**config.mk**
```make
export PLATFORM = sky130hd
export DESIGN_NAME = pcs_regbank
export DESIGN_NICKNAME = d
export VERILOG_FILES = /design/src/shared/pcs_pkg.sv /design/src/hw/pcs_map_store.sv /design/src/hw/pcs_regbank.sv
export VERILOG_INCLUDE_DIRS = /design/src /design/src/shared
export SDC_FILE = /design/constraint.sdc
export NUM_CORES = 1
export LEC_CHECK = 0
export CORE_AREA = 2 2 229 141
export DETAILED_ROUTE_END_ITERATION = 7
export DIE_AREA = 0 0 231 143
export DONT_BUFFER_PORTS = 1
export GPL_ROUTABILITY_DRIVEN = 1
export HOLD_SLACK_MARGIN = 0.1
export PLACE_DENSITY = 0.72
export SYNTH_ARGS = -nofsm -noshare
export SYNTH_HDL_FRONTEND = slang
export SYNTH_HIERARCHICAL = 1
export SYNTH_SLANG_ARGS = --single-unit
```
**constraint.sdc**
```tcl
create_clock -name CLK_SYS_I -period 8.7 [get_ports CLK_SYS_I]
set_clock_uncertainty 0.15 [all_clocks]
set_input_delay 1.74 -clock CLK_SYS_I [delete_from_list [all_inputs] [get_ports CLK_SYS_I]]
set_output_delay 1.74 -clock CLK_SYS_I [all_outputs]
set_load 0.03 [all_outputs]
```
**src/shared/pcs_cfg.svh**
```systemverilog
// Constants for the per-channel select and master mode register bank.
// Assumes inclusion by bare name from files that use these macros.
`ifndef PCS_CFG_SVH
`define PCS_CFG_SVH

// ==========================================================================
// Register offsets on the parallel port
`define PCS_ADDR_MASTER 8'h00
`define PCS_ADDR_PTR 8'h28
`define PCS_ADDR_MAP1 8'h29
`define PCS_ADDR_MAP2 8'h2A
`define PCS_ADDR_MAP3 8'h2B
`define PCS_ADDR_MAP4 8'h2C

// ==========================================================================
// Master mode fields
`define PCS_MM_SOFT 0
`define PCS_MM_STD 1
`define PCS_MM_TEST_LSB 2
`define PCS_MM_TEST_MSB 3
`define PCS_TEST_NORMAL 2'h0
`define PCS_TEST_TRISTATE 2'h1
`define PCS_TEST_LOW 2'h2
`define PCS_TEST_HIGH 2'h3

// ==========================================================================
// Pointer bits, one per feature
`define PCS_FEAT_TX_TESTER 0
`define PCS_FEAT_TX_FRACT 1
`define PCS_FEAT_PAYLOAD_ERR 2
`define PCS_FEAT_TX_HW_SIG 3
`define PCS_FEAT_RX_TESTER 4
`define PCS_FEAT_RX_FRACT 5
`define PCS_FEAT_RX_SIG_REINS 6
`define PCS_FEAT_RX_SIG_ONES 7

// ==========================================================================
// Sizes
`define PCS_NUM_FEAT 8
`define PCS_NUM_BYTES 4
`define PCS_BYTE_IDX_W 2
`define PCS_FEAT_IDX_W 3
`define PCS_LAST_FEAT 3'h7
`define PCS_RESET_VAL 8'h00

// ==========================================================================
// Timing: line unit recovery, clock rate
`define PCS_LIU_RECOVER_MS 40
`define PCS_CLK_HZ 40000000
`define PCS_MS_PER_S 1000
`define PCS_LU_CNT_W 21

`endif

```
**src/shared/pcs_pkg.sv**
```systemverilog
// Types for the per-channel select and master mode register bank.
// Assumes pcs_cfg.svh is on the include path.
`default_nettype none
`include "pcs_cfg.svh"

package pcs_pkg;

  // ========================================================================
  // Reset sequencer states
  typedef enum logic [1:0] {
    PCS_RS_IDLE = 2'b00,
    PCS_RS_HOLD = 2'b01,
    PCS_RS_SWEEP = 2'b10
  } pcs_rst_state_t;

  // ========================================================================
  // Channel map store state
  typedef struct packed {
    logic [`PCS_NUM_FEAT-1:0][`PCS_NUM_BYTES-1:0][7:0] map;
    logic [`PCS_FEAT_IDX_W-1:0] idx;
    logic busy;
  } pcs_store_state_t;

  // ========================================================================
  // Register bank state
  typedef struct packed {
    pcs_rst_state_t rs;
    logic [7:0] ptr;
    logic std_e1;
    logic [1:0] test;
    logic soft_bit;
    logic traffic_hold;
    logic [2:0] hw_sync;
    logic hw_level;
    logic lu_prev;
    logic lu_pulse;
    logic lu_busy;
    logic [`PCS_LU_CNT_W-1:0] lu_cnt;
    logic [7:0] rdata;
    logic rd_drive;
  } pcs_bank_state_t;

endpackage : pcs_pkg
`default_nettype wire

```
**src/hw/pcs_map_store.sv**
```systemverilog
// Channel map store: one 32-channel map per feature, with clear sweep.
// Assumes an asynchronous active-low reset already released cleanly.
`timescale 1ns/1ps
`default_nettype none
`include "pcs_cfg.svh"

module pcs_map_store (
  // Clock and reset
  input wire logic clk_i,
  input wire logic rst_n_i,
  // Control
  input wire logic clr_i,
  input wire logic wr_i,
  input wire logic [`PCS_BYTE_IDX_W-1:0] byte_i,
  input wire logic [7:0] data_i,
  input wire logic [`PCS_NUM_FEAT-1:0] sel_i,
  // Results
  output logic [`PCS_NUM_FEAT-1:0][31:0] map_o,
  output logic busy_o
);

  pcs_pkg::pcs_store_state_t st;
  pcs_pkg::pcs_store_state_t nx;

  // ========================================================================
  // Next state: clear sweep first, then selected-feature writes
  always_comb
  begin
    nx = st;
    if (clr_i)
    begin
      nx.busy = 1'b1;
      nx.idx = '0;
    end
    else if (st.busy)
    begin
      nx.map[st.idx] = '0;
      nx.idx = st.idx + 3'h1;
      if (st.idx == `PCS_LAST_FEAT)
      begin
        nx.busy = 1'b0;
      end
    end
    else if (wr_i)
    begin
      for (int f = 0; f < `PCS_NUM_FEAT; f++)
      begin
        if (sel_i[f])
        begin
          nx.map[f][byte_i] = data_i;
        end
      end
    end
  end

  // State register, power-up clears all maps
  always_ff @(posedge clk_i or negedge rst_n_i)
  begin
    if (!rst_n_i)
    begin
      st <= '0;
    end
    else
    begin
      st <= nx;
    end
  end

  // Map outputs, feature index equals pointer bit
  for (genvar f = 0; f < `PCS_NUM_FEAT; f++)
  begin : g_map
    assign map_o[f] = st.map[f];
  end
  assign busy_o = st.busy;

  // ========================================================================
  // Checks
  property p_write_selected;
    @(posedge clk_i) disable iff (!rst_n_i)
    wr_i && !clr_i && !st.busy && sel_i[`PCS_FEAT_RX_TESTER]
      |=> st.map[`PCS_FEAT_RX_TESTER][$past(byte_i)] == $past(data_i);
  endproperty
  a_write_selected: assert property (p_write_selected)
    else $error("selected feature map not written");

  property p_write_unselected;
    @(posedge clk_i) disable iff (!rst_n_i)
    !clr_i && !st.busy && !sel_i[`PCS_FEAT_TX_TESTER]
      |=> $stable(st.map[`PCS_FEAT_TX_TESTER]);
  endproperty
  a_write_unselected: assert property (p_write_unselected)
    else $error("unselected feature map changed");

  property p_sweep_clears;
    @(posedge clk_i) disable iff (!rst_n_i)
    $fell(st.busy) |-> st.map == '0;
  endproperty
  a_sweep_clears: assert property (p_sweep_clears)
    else $error("maps not zero after clear sweep");

endmodule : pcs_map_store
`default_nettype wire

```
**src/hw/pcs_regbank.sv**
```systemverilog
// Per-channel select and master mode register bank for one transceiver.
// Assumes host strobes are one-cycle pulses synchronous to CLK_SYS_I.
`timescale 1ns/1ps
`default_nettype none
`include "pcs_cfg.svh"

// What this block does
// - Pointer bits choose features; later map writes go to all chosen.
// - Four map bytes; channel n is bit (n-1) mod 8 of byte (n-1)/8.
// - Pointer bits 0-3: tx tester, tx fractional, payload error, tx signaling.
// - Pointer bits 4-7: rx tester, rx fractional, reinsertion, all-ones.
// - Any reset clears pointer, maps, standard and test bits to zero and sets traffic hold.
// - Power-up reset clears writeable registers with no host action.
// - Chip reset any time from hardware pin or software bit.
// - Soft bit 0-to-1 clears registers; bit self-clears when done.
// - Master bit 1 picks framer standard: 0 for T1, 1 for E1.
// - Test bits: normal, tristate all, force low, force high.
// - Line unit reset on 0-to-1 bit; about 40 ms to recover.
// - After reset traffic stays disrupted until host reprograms device.
module pcs_regbank #(
  parameter int unsigned LIU_RECOVER_CYC =
    `PCS_LIU_RECOVER_MS * (`PCS_CLK_HZ / `PCS_MS_PER_S)
) (
  // Clock and reset
  input wire logic CLK_SYS_I,
  input wire logic RST_N_I,
  input wire logic HW_RESET_PIN_I,
  // Parallel port
  input wire logic [7:0] ADDR_I,
  input wire logic WR_I,
  input wire logic RD_I,
  input wire logic [7:0] DATA_I,
  output logic [7:0] DATA_O,
  output logic DATA_OE_N_O,
  // Line unit reset
  input wire logic LINE_UNIT_RESET_BIT_I,
  output logic LINE_UNIT_RST_O,
  output logic LINE_UNIT_READY_O,
  // Feature channel maps, index equals pointer bit
  output logic [`PCS_NUM_FEAT-1:0][31:0] CHAN_MAP_O,
  // Mode and status
  output logic LINE_STANDARD_E1_O,
  output logic PIN_TRISTATE_O,
  output logic PIN_FORCE_LO_O,
  output logic PIN_FORCE_HI_O,
  output logic TRAFFIC_HOLD_O,
  output logic RESET_BUSY_O
);

  // ========================================================================
  // Reset release
  logic [1:0] rst_pipe;
  logic rst_n;

  always_ff @(posedge CLK_SYS_I or negedge RST_N_I)
  begin
    if (!RST_N_I)
    begin
      rst_pipe <= 2'h0;
    end
    else
    begin
      rst_pipe <= {rst_pipe[0], 1'b1};
    end
  end
  assign rst_n = rst_pipe[1];

  // ========================================================================
  // Map byte decode: hit flag and byte index
  function automatic logic [2:0] map_slot(input logic [7:0] a);
    case (a)
      `PCS_ADDR_MAP1: map_slot = 3'h4;
      `PCS_ADDR_MAP2: map_slot = 3'h5;
      `PCS_ADDR_MAP3: map_slot = 3'h6;
      `PCS_ADDR_MAP4: map_slot = 3'h7;
      default: map_slot = 3'h0;
    endcase
  endfunction : map_slot

  pcs_pkg::pcs_bank_state_t st;
  pcs_pkg::pcs_bank_state_t nx;
  logic [2:0] wr_slot;
  logic [2:0] rd_slot;
  logic wr_master;
  logic start_soft;
  logic store_clr;
  logic store_busy;
  logic store_wr;
  logic [`PCS_NUM_FEAT-1:0][31:0] maps;
  logic [`PCS_FEAT_IDX_W-1:0] rd_feat;
  logic [7:0] rd_mux;
  logic lu_rise;

  // Decode of host strobes
  assign wr_slot = map_slot(ADDR_I);
  assign rd_slot = map_slot(ADDR_I);
  assign wr_master = WR_I && (ADDR_I == `PCS_ADDR_MASTER);
  assign start_soft = wr_master && DATA_I[`PCS_MM_SOFT] && !st.soft_bit
    && (st.rs == pcs_pkg::PCS_RS_IDLE);
  assign store_wr = WR_I && wr_slot[2] && (st.rs == pcs_pkg::PCS_RS_IDLE);
  assign store_clr = start_soft || (st.rs == pcs_pkg::PCS_RS_HOLD);
  assign lu_rise = LINE_UNIT_RESET_BIT_I && !st.lu_prev;

  // Read mux: lowest selected feature's map byte
  always_comb
  begin
    rd_feat = '0;
    for (int f = `PCS_NUM_FEAT - 1; f >= 0; f--)
    begin
      if (st.ptr[f])
      begin
        rd_feat = f[`PCS_FEAT_IDX_W-1:0];
      end
    end
    rd_mux = `PCS_RESET_VAL;
    if (ADDR_I == `PCS_ADDR_MASTER)
    begin
      rd_mux = {4'h0, st.test, st.std_e1, st.soft_bit};
    end
    else if (ADDR_I == `PCS_ADDR_PTR)
    begin
      rd_mux = st.ptr;
    end
    else if (rd_slot[2])
    begin
      rd_mux = maps[rd_feat][rd_slot[1:0]*8 +: 8];
    end
  end

  // ========================================================================
  // Next state
  always_comb
  begin
    nx = st;
    // Pin synchroniser, change taken once second and third agree
    nx.hw_sync = {st.hw_sync[1:0], HW_RESET_PIN_I};
    if (st.hw_sync[1] == st.hw_sync[2])
    begin
      nx.hw_level = st.hw_sync[2];
    end
    case (st.rs)
      pcs_pkg::PCS_RS_IDLE:
      begin
        if (st.hw_level)
        begin
          nx.rs = pcs_pkg::PCS_RS_HOLD;
        end
        else if (start_soft)
        begin
          nx.rs = pcs_pkg::PCS_RS_SWEEP;
          nx.soft_bit = 1'b1;
        end
        else if (wr_master)
        begin
          nx.std_e1 = DATA_I[`PCS_MM_STD];
          nx.test = DATA_I[`PCS_MM_TEST_MSB:`PCS_MM_TEST_LSB];
          nx.traffic_hold = 1'b0;
        end
        else if (WR_I && (ADDR_I == `PCS_ADDR_PTR))
        begin
          nx.ptr = DATA_I;
        end
      end
      pcs_pkg::PCS_RS_HOLD:
      begin
        if (!st.hw_level)
        begin
          nx.rs = pcs_pkg::PCS_RS_SWEEP;
        end
      end
      pcs_pkg::PCS_RS_SWEEP:
      begin
        if (st.hw_level)
        begin
          nx.rs = pcs_pkg::PCS_RS_HOLD;
          nx.soft_bit = 1'b0;
        end
        else if (!store_busy)
        begin
          nx.rs = pcs_pkg::PCS_RS_IDLE;
          nx.soft_bit = 1'b0;
        end
      end
      default:
      begin
        nx.rs = pcs_pkg::PCS_RS_IDLE;
      end
    endcase
    // Any reset in progress keeps registers clear
    if (nx.rs != pcs_pkg::PCS_RS_IDLE)
    begin
      nx.ptr = `PCS_RESET_VAL;
      nx.std_e1 = 1'b0;
      nx.test = `PCS_TEST_NORMAL;
      nx.traffic_hold = 1'b1;
    end
    // Line unit reset and recovery count
    nx.lu_prev = LINE_UNIT_RESET_BIT_I;
    nx.lu_pulse = lu_rise;
    if (lu_rise)
    begin
      nx.lu_busy = 1'b1;
      nx.lu_cnt = `PCS_LU_CNT_W'(LIU_RECOVER_CYC - 1);
    end
    else if (st.lu_busy)
    begin
      if (st.lu_cnt == '0)
      begin
        nx.lu_busy = 1'b0;
      end
      else
      begin
        nx.lu_cnt = st.lu_cnt - 1'b1;
      end
    end
    // Read data, driven the cycle after the strobe
    nx.rd_drive = RD_I;
    if (RD_I)
    begin
      nx.rdata = rd_mux;
    end
  end

  // State register, power-up value
  always_ff @(posedge CLK_SYS_I or negedge rst_n)
  begin
    if (!rst_n)
    begin
      st <= '{rs: pcs_pkg::PCS_RS_IDLE, traffic_hold: 1'b1,
        default: '0};
    end
    else
    begin
      st <= nx;
    end
  end

  // Channel map store
  pcs_map_store u_store (
    .clk_i(CLK_SYS_I),
    .rst_n_i(rst_n),
    .clr_i(store_clr),
    .wr_i(store_wr),
    .byte_i(wr_slot[1:0]),
    .data_i(DATA_I),
    .sel_i(st.ptr),
    .map_o(maps),
    .busy_o(store_busy)
  );

  // ========================================================================
  // Outputs
  assign CHAN_MAP_O = maps;
  assign DATA_O = st.rdata;
  assign DATA_OE_N_O = !(st.rd_drive && (st.test != `PCS_TEST_TRISTATE));
  assign LINE_UNIT_RST_O = st.lu_pulse;
  assign LINE_UNIT_READY_O = !st.lu_busy;
  assign LINE_STANDARD_E1_O = st.std_e1;
  assign PIN_TRISTATE_O = (st.test == `PCS_TEST_TRISTATE);
  assign PIN_FORCE_LO_O = (st.test == `PCS_TEST_LOW);
  assign PIN_FORCE_HI_O = (st.test == `PCS_TEST_HIGH);
  assign TRAFFIC_HOLD_O = st.traffic_hold;
  assign RESET_BUSY_O = (st.rs != pcs_pkg::PCS_RS_IDLE);

  // ========================================================================
  // Checks
  property p_soft_start;
    @(posedge CLK_SYS_I) disable iff (!rst_n)
    start_soft && !st.hw_level |=> st.soft_bit && RESET_BUSY_O;
  endproperty
  a_soft_start: assert property (p_soft_start)
    else $error("soft reset did not start");

  property p_soft_done;
    @(posedge CLK_SYS_I) disable iff (!rst_n)
    $rose(st.soft_bit) |-> ##[1:12] !st.soft_bit;
  endproperty
  a_soft_done: assert property (p_soft_done)
    else $error("soft reset bit did not self-clear");

  property p_reset_clears;
    @(posedge CLK_SYS_I) disable iff (!rst_n)
    RESET_BUSY_O |-> st.ptr == '0 && !st.std_e1 && st.test == '0;
  endproperty
  a_reset_clears: assert property (p_reset_clears)
    else $error("registers not clear during reset");

  property p_std_write;
    @(posedge CLK_SYS_I) disable iff (!rst_n)
    wr_master && !start_soft && !st.hw_level && !RESET_BUSY_O
      |=> LINE_STANDARD_E1_O == $past(DATA_I[`PCS_MM_STD]);
  endproperty
  a_std_write: assert property (p_std_write)
    else $error("standard select not taken from write");

  property p_tristate;
    @(posedge CLK_SYS_I) disable iff (!rst_n)
    st.test == `PCS_TEST_TRISTATE |-> DATA_OE_N_O && PIN_TRISTATE_O
      && !PIN_FORCE_LO_O && !PIN_FORCE_HI_O;
  endproperty
  a_tristate: assert property (p_tristate)
    else $error("tristate test mode leaks a drive");

  property p_hold_kept;
    @(posedge CLK_SYS_I) disable iff (!rst_n)
    TRAFFIC_HOLD_O && !wr_master |=> TRAFFIC_HOLD_O;
  endproperty
  a_hold_kept: assert property (p_hold_kept)
    else $error("traffic hold dropped without reprogramming");

  property p_lu_busy;
    @(posedge CLK_SYS_I) disable iff (!rst_n)
    lu_rise |=> LINE_UNIT_RST_O && !LINE_UNIT_READY_O ##1 !LINE_UNIT_RST_O;
  endproperty
  a_lu_busy: assert property (p_lu_busy)
    else $error("line unit reset not started");

  property p_pin_reset;
    @(posedge CLK_SYS_I) disable iff (!rst_n)
    st.hw_level && !RESET_BUSY_O |=> st.rs == pcs_pkg::PCS_RS_HOLD;
  endproperty
  a_pin_reset: assert property (p_pin_reset)
    else $error("hardware reset pin ignored");

endmodule : pcs_regbank
`default_nettype wire

```
==> results.md, run 1 <==
* Placed Area at between 15,000 and 20,000 sq um
* Most used flip-flop cell after synthesis: dfrtp_1
* CP Max Fanout at 19
* Final core area utilization at 0.529
* CTS HTree Levels at 1
* Top-area cell type share of the netlist area at 0.467
* DP Wirelength at just over 40,000 um
* First-pass GRT wire length at about 85,000 um
* Synth cell types at 86
* Overall die width at roughly 230 um
* R2R depth at 7
* Largest area contributor in the netlist: dfrtp_1
* Mapped Area at 16,800 sq um
* Insertion delay to the later sink of the worst-skew pair at 0.58 ns
* Mapped Avg Cell Area at 10.9 sq um
* Crit path time final at ~4.9 ns
* Gr usage total at 0.352
* Register bit total from synthesis at 314
* Area grow syn2layout at -2.88%
* Worst-case clock buffer depth at 3
* Fmax achieved at around 200 MHz
* Async set or reset register ratio after synthesis at 1.00
* Die H at roughly 140 um
* Commonest non-fill, non-tap cell in the layout: dfrtp_1
* Unrepaired setup endpoints after global routing: no
* Avg WL per Cell at 35.1 um
* Num CTS Buffers at 30
* Post-CTS Hold Fix Bufs at 0
* Post-Route Setup TNS at 0 ns
* Worst hold path type: reg -> async
* Relative slew slack at 0.0875
* 1st-pass router iterations at 6
* Yosys Warn Count at 6
* Post-CTS Setup Bufs at 0
* Startpoint Class: input port
* Crit path cell chain: or3_4, nor4_2, nand3_1, a21oi_2, buf_4, and3b_1, a32oi_1, a22o_1
* Slew Limit Fails at 0
* Seq/Total Area, Yosys at 0.468
* Critical Path RT at about 9 ns
* Buf+Inv Stages, Crit Path at 1
* WP data arrival at 5.24 ns
* DR iter-0 viols at 1,759
* Clk root buf: clkbuf_16
* Share of layout cells above drive strength 1 at 0.100
* Std cell rows at 50
* Placer Congestion at 0.981
* Most frequent cells in the layout: 312 x dfrtp_1, 256 x a22o_1, 80 x nand2_1, 74 x mux2i_1, 70 x nor2_1
* Reg-to-Reg End: DATA_O[0]
* Post-Synthesis Cells at approximately 1,500
* Fin. Hold Viols at 0
* # DRC at 0
* CP peak stage delay at approximately 1.0 ns
* Status: finished clean
* PD cells at 267 nW/um^2
* Pin count of the biggest net entering global routing at between 70 and 80
* Vias per std cell at roughly 7.4
* Crit-path leading delay family: simple AND/OR/NAND/NOR gates
* Leakage power at slightly below 0.007 uW
* CTS tree: built
* Max-cap check violation count at 0
* Vias in the first global route at 11,700
* Slowest CP cell: a32oi_1
* Mapped Nets at approximately 1,600
* Worst IR Drop VDD at ~0.15 mV
* Final nets at about 1,300
* Post-route ant nets at 0
* Grt ovf at 0
* Initial antenna violation count at 1
* Largest cells by area after synthesis: dfrtp_1 47%, a22o_1 13%, buf_4 12%, mux2i_1 4.4%, nand2_1 1.8%
* Top Ports at between 200 and 300
* R2r startpoint: st[44]
* Type of the worst setup path: in -> reg
* Setup violators final at 0
* Buffers added on ports at 0
* CTS clk-pin slew, worst paths at 0.07 ns
* Core Area at between 30,000 and 40,000 sq um
* Die ar. at between 30,000 and 40,000 sq um
* WL final at about 59,000 um
* N_diodes at 0
* Post-CTS Resized at 0
* Worst setup EP type: flop
* Overall Power at between 4000 and 5000 uW
* Vias at about 13,000
* Number of flops mapped to enable cells by yosys at 0
* Final period util at 0.561
* Register-to-register setup slack at about 4.3 ns
* Starting Density at 0.545
* Tightest Pin Transition at between 1 and 1.5 ns
* Fin area at ~16,000 sq um
* Sink Count at about 310
## flip-flops by register name (all words and copies together) (netlist names)
| signal | flops |
|---|---|
| DATA_O | 8 |
| LINE_STANDARD_E1_O | 1 |
| LINE_UNIT_RST_O | 1 |
| TRAFFIC_HOLD_O | 1 |
| nx | 2 |
| rst_pipe | 2 |
| st | 39 |
| u_store/busy_o | 1 |
| u_store/map_o | 256 |
| u_store/st | 3 |
## through the flow
step	setup WS, ns	std cells	hold slack (ns)
CTS	3.95	1694	0.213
finish	3.82	1694	0.212
detailed placement	3.36	1638	0.186
global route	3.77	1694	0.231
floorplan	3.41	1546	0.181
global placement	3.41	1638	0.189
## cells in the mapped netlist (5+ instances only)
library cell and n:
or3_1 6, nand3_1 19, buf_2 16, mux2i_1 74, a21oi_1 36, o21ai_0 42, nor2b_1 11, o2111ai_1 7
nand2b_1 18, nand2_1 80, a32oi_1 24, nor2_1 79, o211ai_1 16, and2_1 5, clkbuf_1 46, o22ai_1 10
buf_1 6, nor3_1 10, o221ai_1 7, o31ai_1 6, xor2_1 15, a21o_1 7, a211oi_1 14, inv_1 9
a22o_1 256, buf_6 6, nand4_1 8, a22oi_1 18, a32oi_2 8, dfrtp_1 313, and3_1 11, nand3b_1 6
xnor2_1 5, buf_4 271, nor4_1 5
## power by group
group	internal (uW)	switching [uW]
sequential	1610	482
combinational	207	531
clock	910	614
total	2730	1630
## layout make-up
| class | count | area (sq um) |
|---|---|---|
| fill | 2659 | 14500 |
| sequential | 314 | 7860 |
| multi-input combinational | 876 | 6560 |
| clock buffer | 38 | 862 |
| tap | 416 | 520 |
| clock inverter | 18 | 287 |
| timing repair buffer | 21 | 158 |
| inverter | 11 | 41.3 |
## metal layers
layer / vias to the layer above / part of all wire / track usage
li1: 4936 / - / -
met1: 6343 / 0.39 / 0.487
met2: 1050 / 0.40 / 0.482
met3: 171 / 0.18 / 0.179
met4: 0 / 0.035 / 0.0951
met5: - / 0 / 0
## logic make-up after synthesis
| group | Yosys count | synth area share |
|---|---|---|
| AO/OA/AOI/OAI | 483 | 0.233 |
| buffers and inverters | 356 | 0.144 |
| flip-flops | 314 | 0.468 |
| AND/OR/NAND/NOR | 289 | 0.0908 |
| multiplexers | 79 | 0.0497 |
| XOR/XNOR | 20 | 0.0104 |
| adder cells (fa/ha/maj) | 4 | 0.00283 |
| other | 1 | 0.000224 |
## worst max path at each step
stage                               to  depth (start not counted)        start
floorplan                    DATA_O[0]                          0  rst_pipe[1]
global route        u_store/map_o[103]                          8    ADDR_I[4]
finish               u_store/map_o[79]                          8    ADDR_I[4]
global placement    u_store/map_o[215]                          8    ADDR_I[4]
CTS                 u_store/map_o[210]                          8    ADDR_I[4]
detailed placement  u_store/map_o[210]                          8    ADDR_I[4]
Power figures use the tool's default switching activity.
==> run 2: changes to the inputs <==
PLACE_DENSITY = 0.7   (was 0.72)
clock period = 4.85 ns   (was 8.7 ns; I/O delays follow)
==> results.md, run 2 (synthesis results as in run 1) <==
* CP Max Fanout at 22 (+3)
* Slew Limit Fails at 0 (unchanged)
* Leakage power at 0.00705 uW (+2.7%)
* Insertion delay to the later sink of the worst-skew pair at 0.59 ns (about the same)
* Most heavily used metal layer in global routing: met1
* Post-CTS Setup Bufs at 0 (unchanged)
* Worst hold path type: reg -> reg
* Vias in the first global route at 12,000 (+2.8%)
* DR iter-0 viols at 1,876 (+6.7%)
* M1 GR Usage at 0.495 (+0.00801)
* Gr usage total at 0.360 (+0.00821)
* Placed Area at 15,500 sq um (+2.0%)
* Commonest non-fill, non-tap cell in the layout: dfrtp_1
* Fmax achieved at 242 MHz
* Post-route ant nets at 0 (unchanged)
* Fin area at 16,600 sq um (+1.7%)
* Placer Congestion at 0.975 (-0.59%)
* N_diodes at 0 (unchanged)
* Vias per std cell at 7.33 (-0.71%)
* Grt ovf at 0 (unchanged)
* Avg WL per Cell at 35.0 um (-0.31%)
* Buffers added on ports at 0 (unchanged)
* Combinational share of power at 0.181 (+0.012)
* Max reg flops at 256 (unchanged)
* Setup violators final at 0 (unchanged)
* Critical Path RT at 5.17 ns (-3.89 ns)
* CTS clk-pin slew, worst paths at 0.06 ns (about the same)
* Die ar. at 33,000 sq um (unchanged)
* Startpoint Class: input port
* Worst IR Drop VDD at 0.298 mV (+97%)
* Buf+Inv Stages, Crit Path at 1 (unchanged)
* Fillcell total at 2,677 (+0.68%)
* Status: finished clean
* Most frequent cells in the layout: 312 x dfrtp_1, 256 x a22o_1, 80 x nand2_1, 74 x mux2i_1, 70 x nor2_1
* Fin. Hold Viols at 0 (unchanged)
* Worst setup EP type: flop
* Die H at 143 um (unchanged)
* Tightest Pin Transition at 1.42 ns (+0.0496 ns)
* Core Area at 30,800 sq um (unchanged)
* PD cells at 473 nW/um^2 (+77%)
* Clk root buf: clkbuf_16
* Type of the worst setup path: in -> reg
* Internal Power at 4900 uW (+80%)
* Register-to-register setup slack at 0.82 ns (-3.44 ns)
* WP data arrival at 4.45 ns (-0.79 ns)
* Max-cap check violation count at 0 (unchanged)
* P_sw at 2930 uW (+80%)
* Crit-path leading delay family: simple AND/OR/NAND/NOR gates
* Overall Power at 7830 uW (+80%)
* Clock power frac at 0.341 (-0.009)
* Slowest CP cell: or3_1
* 1st-pass router iterations at 8 (+2)
* Share of layout cells above drive strength 1 at 0.120 (+0.0196)
* First-pass GRT wire length at 86,800 um (+1.9%)
* Num CTS Buffers at 30 (unchanged)
* Pin count of the biggest net entering global routing at 147 (+86%)
* M2 GR Usage at 0.494 (+0.0115)
* Std cell rows at 50 (unchanged)
* Final period util at 0.852
* DP Wirelength at 42,000 um (+3.8%)
* Post-CTS Resized at 0 (unchanged)
* Top Ports at 295 (unchanged)
* Unrepaired setup endpoints after global routing: no
* Net Sw Frac at 0.375 (+0.000927)
* Overall die width at 231 um (unchanged)
* Vias at 12,700 (+1.2%)
* Relative slew slack at 0.0472 (-0.0403)
* CP peak stage delay at 0.61 ns (-0.43 ns)
* Initial antenna violation count at 0 (-1)
* Crit path cell chain: or3_4, or2_4, or3_1, inv_2, nor4b_4, a32oi_1, a22o_1
* CTS tree: built
* Post-Route Setup TNS at 0 ns (unchanged)
* Crit path time final at a little over 4 ns
* Area grow syn2layout at -1.20%
* Final nets at 1,312 (+2.6%)
* Sink Count at 314 (unchanged)
* WL final at 60,500 um (+1.6%)
* CTS HTree Levels at 1 (unchanged)
* Worst-case clock buffer depth at 3 (unchanged)
* Starting Density at 0.545 (unchanged)
* Met3 Use GR at 0.178 (-0.000998)
* Flop pwr share at 0.479 (-0.002)
* # DRC at 0 (unchanged)
## run 2: cell types whose count changed in the layout (fill, tap and decap cells not counted), sizes merged
cell / change
bufinv: -1
buf: +32
clkbuf: +2
clkinv: +3
clkinvlp: -4
dlygate4sd3: +1
## run 2: path summary, 6_finish.rpt
path | start | to | cells past startpoint
worst max-delay path | ADDR_I[4] | u_store/map_o[46] | 7
worst min-delay path | nx[35] | nx[36] | 0
worst max register to register | st[44] | DATA_O[3] | 8
worst min register to register | nx[35] | nx[36] | 0
max in group asynchronous | rst_pipe[1] | u_store/map_o[234] | 1
min in group asynchronous | rst_pipe[1] | u_store/map_o[209] | 0
## run 2: area by class of cell
cell class	count	area, sq um	area share
flip-flops and latches	314	7860	0.474
multi-input cells	876	6570	0.396
clock buffers	40	870	0.0525
well taps	416	520	0.0314
repair buffers	54	470	0.0284
clock inverters	16	241	0.0146
inverters	11	41.3	0.00249
## run 2: through the flow
step | std cells | util | hold WS, ns | setup slack [ns]
finish | 1727 | 0.538 | 0.203 | 0.716
CTS | 1727 | 0.538 | 0.204 | 0.902
global route | 1727 | 0.538 | 0.215 | 0.678
global placement | 1670 | 0.502 | 0.186 | 0.404
detailed placement | 1670 | 0.502 | 0.190 | 0.331
floorplan | 1546 | - | 0.181 | 1.08
## run 2: power groups by stage
stage | combinational [uW] | clock [uW] | sequential (uW)
floorplan | 1730 | 0 | 3100
global placement | 1310 | 0 | 3790
detailed placement | 1350 | 0 | 3800
CTS | 1350 | 2680 | 3750
global route | 1460 | 2780 | 3790
finish | 1420 | 2670 | 3750
## run 2: repair_timing
item | in CTS | in global routing
hold endpoints to repair | 2 | 0
hold buffers | 1 | 0
endpoints found under the setup margin | 0 | 0
## run 2: per-layer routing
layer | part of all wire | wire length [um]
met1 | 0.39 | 23700
met2 | 0.40 | 24500
met3 | 0.17 | 10200
met4 | 0.035 | 2150
met5 | 0 | 0
